==> config.mk <==
export PLATFORM = sky130hd
export DESIGN_NAME = add_instruction_execute
export DESIGN_NICKNAME = d
export VERILOG_FILES = /design/src/hw/add_exec_pkg.sv /design/src/hw/add_flags.sv /design/src/hw/add_instruction_execute.sv
export SDC_FILE = /design/constraint.sdc
export NUM_CORES = 1
export LEC_CHECK = 0
export ABC_AREA = 1
export BUFFER_PORTS_ARGS = -buffer_cell sky130_fd_sc_hd__buf_2
export CORE_MARGIN = 8
export CORE_UTILIZATION = 50
export CTS_CLUSTER_DIAMETER = 100
export DETAILED_ROUTE_END_ITERATION = 12
export GPL_TIMING_DRIVEN = 0
export PLACE_DENSITY = 0.72
export SLEW_MARGIN = 25
export SYNTH_ARGS = -nofsm -noshare
export SYNTH_HDL_FRONTEND = slang
export SYNTH_HIERARCHICAL = 1
export SYNTH_SLANG_ARGS = --single-unit
==> constraint.sdc <==
create_clock -name clk -period 5.6 [get_ports clk]
set_input_delay 0.28 -clock clk [delete_from_list [all_inputs] [get_ports clk]]
set_output_delay 0.28 -clock clk [all_outputs]
set_load 0.02 [all_outputs]
==> src/hw/add_exec_pkg.sv <==
// Constants, register map and types of the add instruction execute block
package add_exec_pkg;
  // APB register byte offsets
  localparam logic [7:0] CTRL_OFS   = 8'h00;
  localparam logic [7:0] ACC_OFS    = 8'h04;
  localparam logic [7:0] FLAGS_OFS  = 8'h08;
  localparam logic [7:0] BANK_OFS   = 8'h0C;
  localparam logic [7:0] EXEC_OFS   = 8'h10;
  // Control bits
  localparam int CTRL_EXT_BIT  = 0;
  localparam int CTRL_PRES_BIT = 1;
  localparam int CTRL_W        = 2;
  // Flag positions in the status register
  localparam int FLAG_C   = 0;
  localparam int FLAG_DC  = 1;
  localparam int FLAG_Z   = 2;
  localparam int FLAG_OV  = 3;
  localparam int FLAG_N   = 4;
  localparam int FLAGS_W  = 5;
  // Instruction fields
  localparam logic [7:0] ADD_LIT_TOP    = 8'h0F;
  localparam logic [5:0] ADD_FILE_TOP   = 6'h09;
  localparam logic [3:0] SECOND_WORD    = 4'hF;
  localparam logic [5:0] TWO_WORD_TOP   = 6'h3B;
  localparam int         DEST_BIT       = 9;
  localparam int         ACCESS_BIT     = 8;
  localparam logic [7:0] INDEX_LIMIT    = 8'h5F;
  localparam logic [3:0] ACCESS_HI_BANK = 4'hF;
  localparam logic [3:0] ACCESS_LO_BANK = 4'h0;
  // Special file addresses
  localparam logic [11:0] TIMER_ZERO_ADDR = 12'hFD0;
  localparam logic [11:0] PORT_ADDR       = 12'hF80;
  localparam logic [11:0] PC_LOW_ADDR     = 12'hFF9;
  // Four phases of one instruction cycle, Gray ordered
  typedef enum logic [1:0] {PH_Q1 = 2'h0, PH_Q2 = 2'h1, PH_Q3 = 2'h3, PH_Q4 = 2'h2} phase_t;
endpackage

==> src/hw/add_flags.sv <==
// Eight-bit adder with status flag generation
module add_flags (
  input  wire logic [7:0]                       a,
  input  wire logic [7:0]                       b,
  output logic      [7:0]                       sum,
  output logic      [add_exec_pkg::FLAGS_W-1:0] flags
);
  logic [8:0] full;
  logic [4:0] low;
  always_comb
  begin
    full = {1'b0, a} + {1'b0, b};
    low = {1'b0, a[3:0]} + {1'b0, b[3:0]};
    sum = full[7:0];
    flags = '0;
    flags[add_exec_pkg::FLAG_C] = full[8];
    flags[add_exec_pkg::FLAG_DC] = low[4];
    flags[add_exec_pkg::FLAG_Z] = (full[7:0] == 8'h00);
    // Signed overflow: like-signed operands giving a differently signed sum
    flags[add_exec_pkg::FLAG_OV] = (a[7] == b[7]) && (full[7] != a[7]);
    flags[add_exec_pkg::FLAG_N] = full[7];
  end
endmodule

==> src/hw/add_instruction_execute.sv <==
// Four-phase execute unit for the add instructions with APB register access

module add_instruction_execute #(
  parameter logic [11:0] TIMER_ADDR = add_exec_pkg::TIMER_ZERO_ADDR,
  parameter logic [11:0] PIN_ADDR   = add_exec_pkg::PORT_ADDR,
  parameter logic [11:0] PCL_ADDR   = add_exec_pkg::PC_LOW_ADDR
) (
  input  wire logic        clk,
  input  wire logic        srst,
  input  wire logic        ce,
  input  wire logic        psel,
  input  wire logic        penable,
  input  wire logic        pwrite,
  input  wire logic [7:0]  paddr,
  input  wire logic [31:0] pwdata,
  output logic      [31:0] prdata,
  output logic             pready,
  output logic             pslverr,
  input  wire logic [15:0] instrWord,
  input  wire logic        instrValid,
  output logic             instrTake,
  input  wire logic [11:0] indexBase,
  input  wire logic [7:0]  portPins,
  input  wire logic [7:0]  fileRdData,
  output logic      [11:0] fileAddr,
  output logic      [7:0]  fileWrData,
  output logic             fileWrEn,
  output logic             prescalerClear
);
  typedef struct packed {
    add_exec_pkg::phase_t              ph;
    logic [15:0]                       ir;
    logic                              irOk;
    logic                              nopNext;
    logic                              consume;
    logic [7:0]                        acc;
    logic [add_exec_pkg::FLAGS_W-1:0]  flags;
    logic [3:0]                        bank_select_reg;
    logic [add_exec_pkg::CTRL_W-1:0]   ctrl;
    logic [7:0]                        opnd;
    logic [7:0]                        sum;
    logic [add_exec_pkg::FLAGS_W-1:0]  sumFl;
    logic [11:0]                       fileAddr;
    logic [7:0]                        fileWrData;
    logic                              fileWrEn;
    logic                              presClear;
    logic                              instrTake;
    logic                              pready;
    logic                              pslverr;
    logic [31:0]                       prdata;
  } state_t;

  state_t st_r;
  state_t st_nxt;
  logic [7:0]                       aluSum;
  logic [add_exec_pkg::FLAGS_W-1:0] aluFlags;

  function automatic logic isAddLit(input logic [15:0] w);
    return w[15:8] == add_exec_pkg::ADD_LIT_TOP;
  endfunction

  function automatic logic isAddFile(input logic [15:0] w);
    return w[15:10] == add_exec_pkg::ADD_FILE_TOP;
  endfunction

  function automatic logic [11:0] fileAddrOf(input logic [15:0] w, input logic [3:0] bank,
                                              input logic ext, input logic [11:0] base);
    if (w[add_exec_pkg::ACCESS_BIT])
      return {bank, w[7:0]};
    else if (ext && w[7:0] <= add_exec_pkg::INDEX_LIMIT)
      return 12'(base + {4'h0, w[7:0]});
    else if (w[7:0] <= add_exec_pkg::INDEX_LIMIT)
      return {add_exec_pkg::ACCESS_LO_BANK, w[7:0]};
    else
      return {add_exec_pkg::ACCESS_HI_BANK, w[7:0]};
  endfunction

  add_flags u_add (
    .a     (st_r.acc),
    .b     (st_r.opnd),
    .sum   (aluSum),
    .flags (aluFlags)
  );

  always_comb
  begin
    st_nxt = st_r;
    st_nxt.fileWrEn = 1'b0;
    st_nxt.presClear = 1'b0;
    st_nxt.instrTake = 1'b0;
    // APB: one wait state, the access completes on the second penable edge
    st_nxt.pready = psel && penable && !st_r.pready;
    if (psel && penable && !st_r.pready)
    begin
      st_nxt.pslverr = 1'b0;
      st_nxt.prdata = 32'h0000_0000;
      case (paddr)
        add_exec_pkg::CTRL_OFS:  st_nxt.prdata[add_exec_pkg::CTRL_W-1:0] = st_r.ctrl;
        add_exec_pkg::ACC_OFS:   st_nxt.prdata[7:0] = st_r.acc;
        add_exec_pkg::FLAGS_OFS: st_nxt.prdata[add_exec_pkg::FLAGS_W-1:0] = st_r.flags;
        add_exec_pkg::BANK_OFS:  st_nxt.prdata[3:0] = st_r.bank_select_reg;
        add_exec_pkg::EXEC_OFS:  st_nxt.prdata[4:0] = {st_r.consume, st_r.nopNext, st_r.irOk, st_r.ph};
        default:                 st_nxt.pslverr = 1'b1;
      endcase
    end
    if (psel && penable && st_r.pready && pwrite)
    begin
      case (paddr)
        add_exec_pkg::CTRL_OFS:  st_nxt.ctrl = pwdata[add_exec_pkg::CTRL_W-1:0];
        add_exec_pkg::ACC_OFS:   st_nxt.acc = pwdata[7:0];
        add_exec_pkg::FLAGS_OFS: st_nxt.flags = pwdata[add_exec_pkg::FLAGS_W-1:0];
        add_exec_pkg::BANK_OFS:  st_nxt.bank_select_reg = pwdata[3:0];
        default:                 st_nxt.ctrl = st_nxt.ctrl;
      endcase
    end
    // Core phases; a core write in Q4 overrides a same-edge APB write
    case (st_r.ph)
      add_exec_pkg::PH_Q1:
      begin
        st_nxt.ph = add_exec_pkg::PH_Q2;
        st_nxt.irOk = 1'b0;
        if (st_r.nopNext)
          st_nxt.nopNext = 1'b0;
        else if (instrValid)
        begin
          st_nxt.instrTake = 1'b1;
          st_nxt.ir = instrWord;
          // Absorbed second word or a lone 1111 word does nothing
          st_nxt.consume = !st_r.consume && instrWord[15:10] == add_exec_pkg::TWO_WORD_TOP;
          st_nxt.irOk = !st_r.consume && instrWord[15:12] != add_exec_pkg::SECOND_WORD
                        && (isAddLit(instrWord) || isAddFile(instrWord));
          st_nxt.fileAddr = fileAddrOf(instrWord, st_r.bank_select_reg, st_r.ctrl[add_exec_pkg::CTRL_EXT_BIT], indexBase);
        end
      end
      add_exec_pkg::PH_Q2:
      begin
        st_nxt.ph = add_exec_pkg::PH_Q3;
        if (isAddLit(st_r.ir))
          st_nxt.opnd = st_r.ir[7:0];
        else if (st_r.fileAddr == PIN_ADDR)
          st_nxt.opnd = portPins;
        else
          st_nxt.opnd = fileRdData;
      end
      add_exec_pkg::PH_Q3:
      begin
        st_nxt.ph = add_exec_pkg::PH_Q4;
        st_nxt.sum = aluSum;
        st_nxt.sumFl = aluFlags;
      end
      add_exec_pkg::PH_Q4:
      begin
        st_nxt.ph = add_exec_pkg::PH_Q1;
        if (st_r.irOk)
        begin
          st_nxt.flags = st_r.sumFl;
          if (isAddLit(st_r.ir) || !st_r.ir[add_exec_pkg::DEST_BIT])
            st_nxt.acc = st_r.sum;
          else
          begin
            st_nxt.fileWrEn = 1'b1;
            st_nxt.fileWrData = st_r.sum;
            st_nxt.presClear = st_r.fileAddr == TIMER_ADDR && st_r.ctrl[add_exec_pkg::CTRL_PRES_BIT];
            st_nxt.nopNext = st_r.fileAddr == PCL_ADDR;
          end
        end
      end
      default: st_nxt.ph = add_exec_pkg::PH_Q1;
    endcase
  end

  always_ff @(posedge clk)
  begin
    if (srst)
      st_r <= '0;
    else if (ce)
      st_r <= st_nxt;
  end

  assign prdata = st_r.prdata;
  assign pready = st_r.pready;
  assign pslverr = st_r.pslverr;
  assign instrTake = st_r.instrTake;
  assign fileAddr = st_r.fileAddr;
  assign fileWrData = st_r.fileWrData;
  assign fileWrEn = st_r.fileWrEn;
  assign prescalerClear = st_r.presClear;

  pin_operand_a: assert property (@(posedge clk) disable iff (srst)
    (ce && st_r.ph == add_exec_pkg::PH_Q2 && !isAddLit(st_r.ir) && st_r.fileAddr == PIN_ADDR)
    |=> st_r.opnd == $past(portPins)) else $error("port operand not taken from pins");
  presc_clear_a: assert property (@(posedge clk) disable iff (srst)
    prescalerClear |-> fileWrEn && fileAddr == TIMER_ADDR && st_r.ctrl[add_exec_pkg::CTRL_PRES_BIT])
    else $error("prescaler clear without timer write");
  pc_nop_a: assert property (@(posedge clk) disable iff (srst)
    (fileWrEn && fileAddr == PCL_ADDR && ce) |=> !st_r.irOk ##0 !instrTake)
    else $error("pc write not followed by nop cycle");
  lone_second_a: assert property (@(posedge clk) disable iff (srst)
    (ce && st_r.ph == add_exec_pkg::PH_Q1 && !st_r.nopNext && instrValid
     && instrWord[15:12] == add_exec_pkg::SECOND_WORD) |=> !st_r.irOk)
    else $error("second word executed");
  lit_result_a: assert property (@(posedge clk) disable iff (srst)
    (ce && st_r.ph == add_exec_pkg::PH_Q4 && st_r.irOk && isAddLit(st_r.ir))
    |=> st_r.acc == $past(st_r.sum) && st_r.flags == $past(st_r.sumFl))
    else $error("literal add result lost");
  dest_file_a: assert property (@(posedge clk) disable iff (srst)
    fileWrEn |-> st_r.ir[add_exec_pkg::DEST_BIT] && isAddFile(st_r.ir) && fileWrData == st_r.sum)
    else $error("file write with wrong destination");
  bank_sel_a: assert property (@(posedge clk) disable iff (srst)
    (st_r.ph == add_exec_pkg::PH_Q2 && $past(st_r.ph) == add_exec_pkg::PH_Q1 && st_r.irOk && isAddFile(st_r.ir)
     && st_r.ir[add_exec_pkg::ACCESS_BIT]) |-> fileAddr == {$past(st_r.bank_select_reg), st_r.ir[7:0]})
    else $error("banked address wrong");
  index_mode_a: assert property (@(posedge clk) disable iff (srst)
    (st_r.ph == add_exec_pkg::PH_Q2 && st_r.irOk && !st_r.ir[add_exec_pkg::ACCESS_BIT]
     && st_r.ir[7:0] > add_exec_pkg::INDEX_LIMIT) |-> fileAddr == {add_exec_pkg::ACCESS_HI_BANK, st_r.ir[7:0]})
    else $error("high access address indexed");
  phase_seq_a: assert property (@(posedge clk) disable iff (srst)
    (ce && st_r.ph == add_exec_pkg::PH_Q1) |=> (!ce || st_r.ph == add_exec_pkg::PH_Q2))
    else $error("phase order broken");
endmodule

# Word-level counts from Yosys, hierarchy flattened
# Cells that the tools add are included.
# word_totals
regBits	94
latch_bits	0
ramBits	0
mem_bits_ro	0
input_bits	91
output_inout_bits	57
word_cells	104
n_memories	0
# classes
add_sub_neg	3
n_mul	0
n_div	0
order_cmp	1
eq_ne	19
shift	0
n_mux	30
n_bitwise	2
reduce_logical	29
# ops
op	n
$eq A12 B12 Y1 const B	3
$mux W12	3
$eq A8 B4 Y1 const B	4
$mux W8	4
$mux W13	2
$mux W19	1
$logic_not A8 Y1	2
$pmux W2 S4	2
$add A12 B8 Y12	1
$reduce_and A4 Y1	3
$logic_and A1 B1 Y1	10
$pmux W2 S5	1
$add A8 B8 Y9	1
$eq A8 B3 Y1 const B	1
$eq A8 B5 Y1 const B	1
$le A8 B7 Y1 const B	1
$mux W1	8
$mux W2	4
$reduce_and A2 Y1	4
$eq A6 B4 Y1 const B	1
$eq A6 B6 Y1 const B	1
$reduce_and A3 Y1	2
$add A4 B4 Y5	1
$mux W5	1
16 further kinds	22

# Longest topological paths before layout
# logic_depth
depth_word	7
depth_mapped	14

# By module
# The synthesis kept the hierarchy.
# by_module_without_submodules
mod	instances	cells_per_inst	area_each_um2	seq_area_each_um2
add_instruction_execute	1	789	5388.9	1881.8
add_flags	1	93	481.7	0.0

# Worst setup path before layout
# Ideal clock, no wire load.
# synth_path
path_kind	reg-to-reg
from	register st_r[89] (netlist bit)
to	register st_r[59] (netlist bit)
setup_time_ns	0.070
arrival_time_ns	1.688
path_slack_ns	3.842
stages_incl_launch_ff	15
synth_period_minus_slack_ns	1.758
path_cell_list	dfxtp_1 > ha_1 > inv_1 > fa_1 > inv_1 > nand2_1 > nand2_1 > nand3_1 > nand2_1 > nand2_1 > nand2_1 > nand2_1 > nor2_2 > o21ai_0 > a21oi_1
# synth_between
elab_chain_cells	2
# synth_lines
element	line	rtl
from (decl)	add_instruction_execute.sv:53	state_t st_r;
from (signal assigned)	add_instruction_execute.sv:177	st_r <= st_nxt;
$add A8 B8 Y9	add_flags.sv:12	full = {1'b0, a} + {1'b0, b};
$logic_not A8 Y1	add_flags.sv:18	flags[add_exec_pkg::FLAG_Z] = (full[7:0] == 8'h00);
named net aluFlags, one bit	add_instruction_execute.sv:56	logic [add_exec_pkg::FLAGS_W-1:0] aluFlags;
# The timed path passes the listed nets, and every way through them passes these cells.
# A chain may end at the register's enable or synchronous reset.

# Final worst setup path
# Ends and elaborated chain as after synthesis.

==> flow_summary.json <==
{
  "peakVddDrop_v": 0.000172,
  "multi_input_area_sq_um": 3050,
  "hold_buffers": 0,
  "antenna_left": 0,
  "hp-class": "in -> reg",
  "layout-drive-gt1-share_pct": 21.1,
  "firstDrtPassIters": 5,
  "worst_setup_path_end_kind": "flop",
  "crit_type": "reg -> reg",
  "grt_pass1_vias": 5576,
  "area_delta_synth_final_pct": 17.4,
  "cts.clk_slew.worst_paths_ns": 0.07,
  "fin_crit_sh_pct": 38.3,
  "finish.utilization_pct": 60.4,
  "core-area_sq_um": 11400,
  "gp_congestion": 0.861,
  "vias_per_cell": 5.04,
  "grt-ovfl-total": 0,
  "syn_area_per_cell_sq_um": 6.66,
  "syn-cell-area_sq_um": 5870,
  "status": "finished clean",
  "synth-seq-cells": 94,
  "ys.warnings.count": 6,
  "yosys_most_used_dff": "dfxtp_1",
  "r2r-start": "st_r[89]$_SDFFE_PP0P_",
  "slew_headroom_pct": 45.2,
  "cp-start-kind": "flop",
  "maxCapViolations": 0,
  "start_util_pct": 51.4,
  "cp.arrival_ns": 2.41,
  "ys_types": 42,
  "min_from": "instrWord[9]",
  "worstPathRequired_ns": 5.86,
  "syn_inst": 882,
  "setup_viol": 0,
  "wl_per_cell_microns": 14.0,
  "die_area_sq_um": 15500,
  "pin_count": 148,
  "post-cts-setup-buffers": 0,
  "grt_pass1_wl_microns": 26500,
  "setup.worst_path.start": "st_r[89]$_SDFFE_PP0P_",
  "cts_resized": 0,
  "grt_max_degree": 16,
  "drt_wl_total_microns": 16300,
  "final_cell_mix": "nand2_1 (183), inv_1 (124), buf_2 (104)",
  "antenna_found_initial": 0,
  "cts_inserted_buffers": 9,
  "insertion_delay_ns": 0.34,
  "htree_levels": 3,
  "worst_pin_slew_ns": 0.822,
  "final_common_cell": "nand2_1",
  "root_buffer": "clkbuf_16",
  "fillers": 1156,
  "fin_crit_ns": 2.14,
  "rows": 39,
  "port-buffer-count": 98,
  "finalSetupTns_ns": 0,
  "synth_edf_count": 0,
  "vias": 5852,
  "nNetsFinal": 1123,
  "drc_errors": 0,
  "clock-sinks": 94,
  "track_usage_pct": 20.3,
  "die_w_microns": 124,
  "seq_area_sq_um": 1880,
  "rsz0062_at_grt": "no",
  "cts_tree": "built",
  "final-max-slew-violation-count": 0,
  "ys_seq_area_share_pct": 32.1,
  "power.density_nw_per_um2": 222,
  "drtIter0Drc": 373,
  "hpwlAfterDp_microns": 12900,
  "clock_path_buffers": 2,
  "fmaxAchievable_mhz": 467,
  "fin_hold_ws_ns": 0.206,
  "fin_skew_ns": 0.00740,
  "die_h_microns": 124,
  "diodes": 0,
  "synth_async_sr_flop_share_pct": 0,
  "power_leakage_nw": 3.39,
  "path_max_fanout": 4,
  "hold_viol": 0
}
==> power breakdown <==
group | leakage [nW] | switching (mW) | total (mW) | internal [mW]
Sequential | 0.764 | 0.0161 | 0.709 | 0.692
Clock | 0.128 | 0.264 | 0.564 | 0.300
Combinational | 2.49 | 0.158 | 0.255 | 0.0971
==> stage by stage <==
stage          power (mW)  instance area, sq um  instances  setup slack [ns]
6_report             1.53                  6890       1162              3.46
2_1_floorplan       0.896                  5960        905              3.84
5_1_grt              1.59                  6890       1162              3.29
3_3_place_gp        0.973                  6630       1146              3.55
4_1_cts              1.53                  6890       1162              3.50
3_5_place_dp        0.976                  6630       1146              3.52
==> sequential cells by signal, summed over array words and instances, names as in the netlist <==
name	flops
fileAddr	12
instrTake	1
fileWrEn	1
prescalerClear	1
st_r	61
pslverr	1
fileWrData	8
prdata	8
pready	1
==> cell type report <==
cell class,instances,share of cell area [%]
Inverter,128,6.97
Multi-Input combinational cell,601,44.3
Tap cell,143,2.60
Clock buffer,10,3.32
Timing Repair Buffer,98,7.11
Clock inverter,6,0.563
Sequential cell,94,27.3
Buffer,82,7.88
==> layer usage <==
layer | track usage [%] | vias to the layer above | part of all wire (%)
met5 | 0 | - | 0
met4 | 7.51 | 0 | 2.6
met3 | 4.34 | 26 | 6.1
met2 | 34.5 | 171 | 47
met1 | 24.7 | 2607 | 44
li1 | - | 3048 | -
==> kinds of logic after synthesis <==
| family | Yosys count | share of synthesized area (%) |
|---|---|---|
| simple gates | 361 | 27.9 |
| buf+inv | 210 | 17.4 |
| compound gates | 196 | 18.1 |
| flops | 94 | 32.1 |
| fa+ha+maj | 18 | 4.09 |
| xor+xnor | 2 | 0.298 |
| other cells | 1 | 0.0639 |
==> synth_stat cells, types with 3 or more instances <==
master,instances,area [sq um]
nand3_1,73,365
inv_1,124,465
o211ai_1,10,75.1
nand2_2,5,31.3
nand4_1,10,62.6
inv_2,3,11.3
o21ai_1,4,20.0
o21ai_0,74,370
dfxtp_1,94,1880
buf_4,54,405
nor2_4,3,33.8
a211oi_1,4,30.0
a21oi_2,10,87.6
ha_1,16,200
a21oi_1,89,445
nor2_2,5,31.3
nand3b_1,5,37.5
clkbuf_1,17,63.8
buf_2,6,30.0
nand2_1,183,687
nor3_2,3,30.0
buf_6,3,33.8
nor3_1,5,25.0
nor2_1,58,218
==> worst paths after layout <==
check	endpoint	slack, ns	depth (start not counted)
hold / removal	st_r[109]$_SDFFE_PP0P_	0.21	3
hold reg to reg	fileWrData[6]$_SDFFE_PP0P_	0.44	2
setup / recovery	st_r[59]$_SDFFE_PP0P_	3.46	14
setup reg to reg	st_r[59]$_SDFFE_PP0P_	3.46	14
==> worst max-delay path, stage by stage (launching register included) <==
cell and delay, ns:
dfxtp_1 0.41, ha_1 0.22, inv_1 0.07, fa_1 0.39, inv_1 0.11, nand2_1 0.06, nand2_1 0.06, nand3_1 0.09
nand2_1 0.07, nand2_1 0.06, nand2_1 0.08, nand2_1 0.07, nor2_2 0.12, o21ai_0 0.10, a21oi_1 0.16
Note: power is estimated with default switching activity, not from simulation.
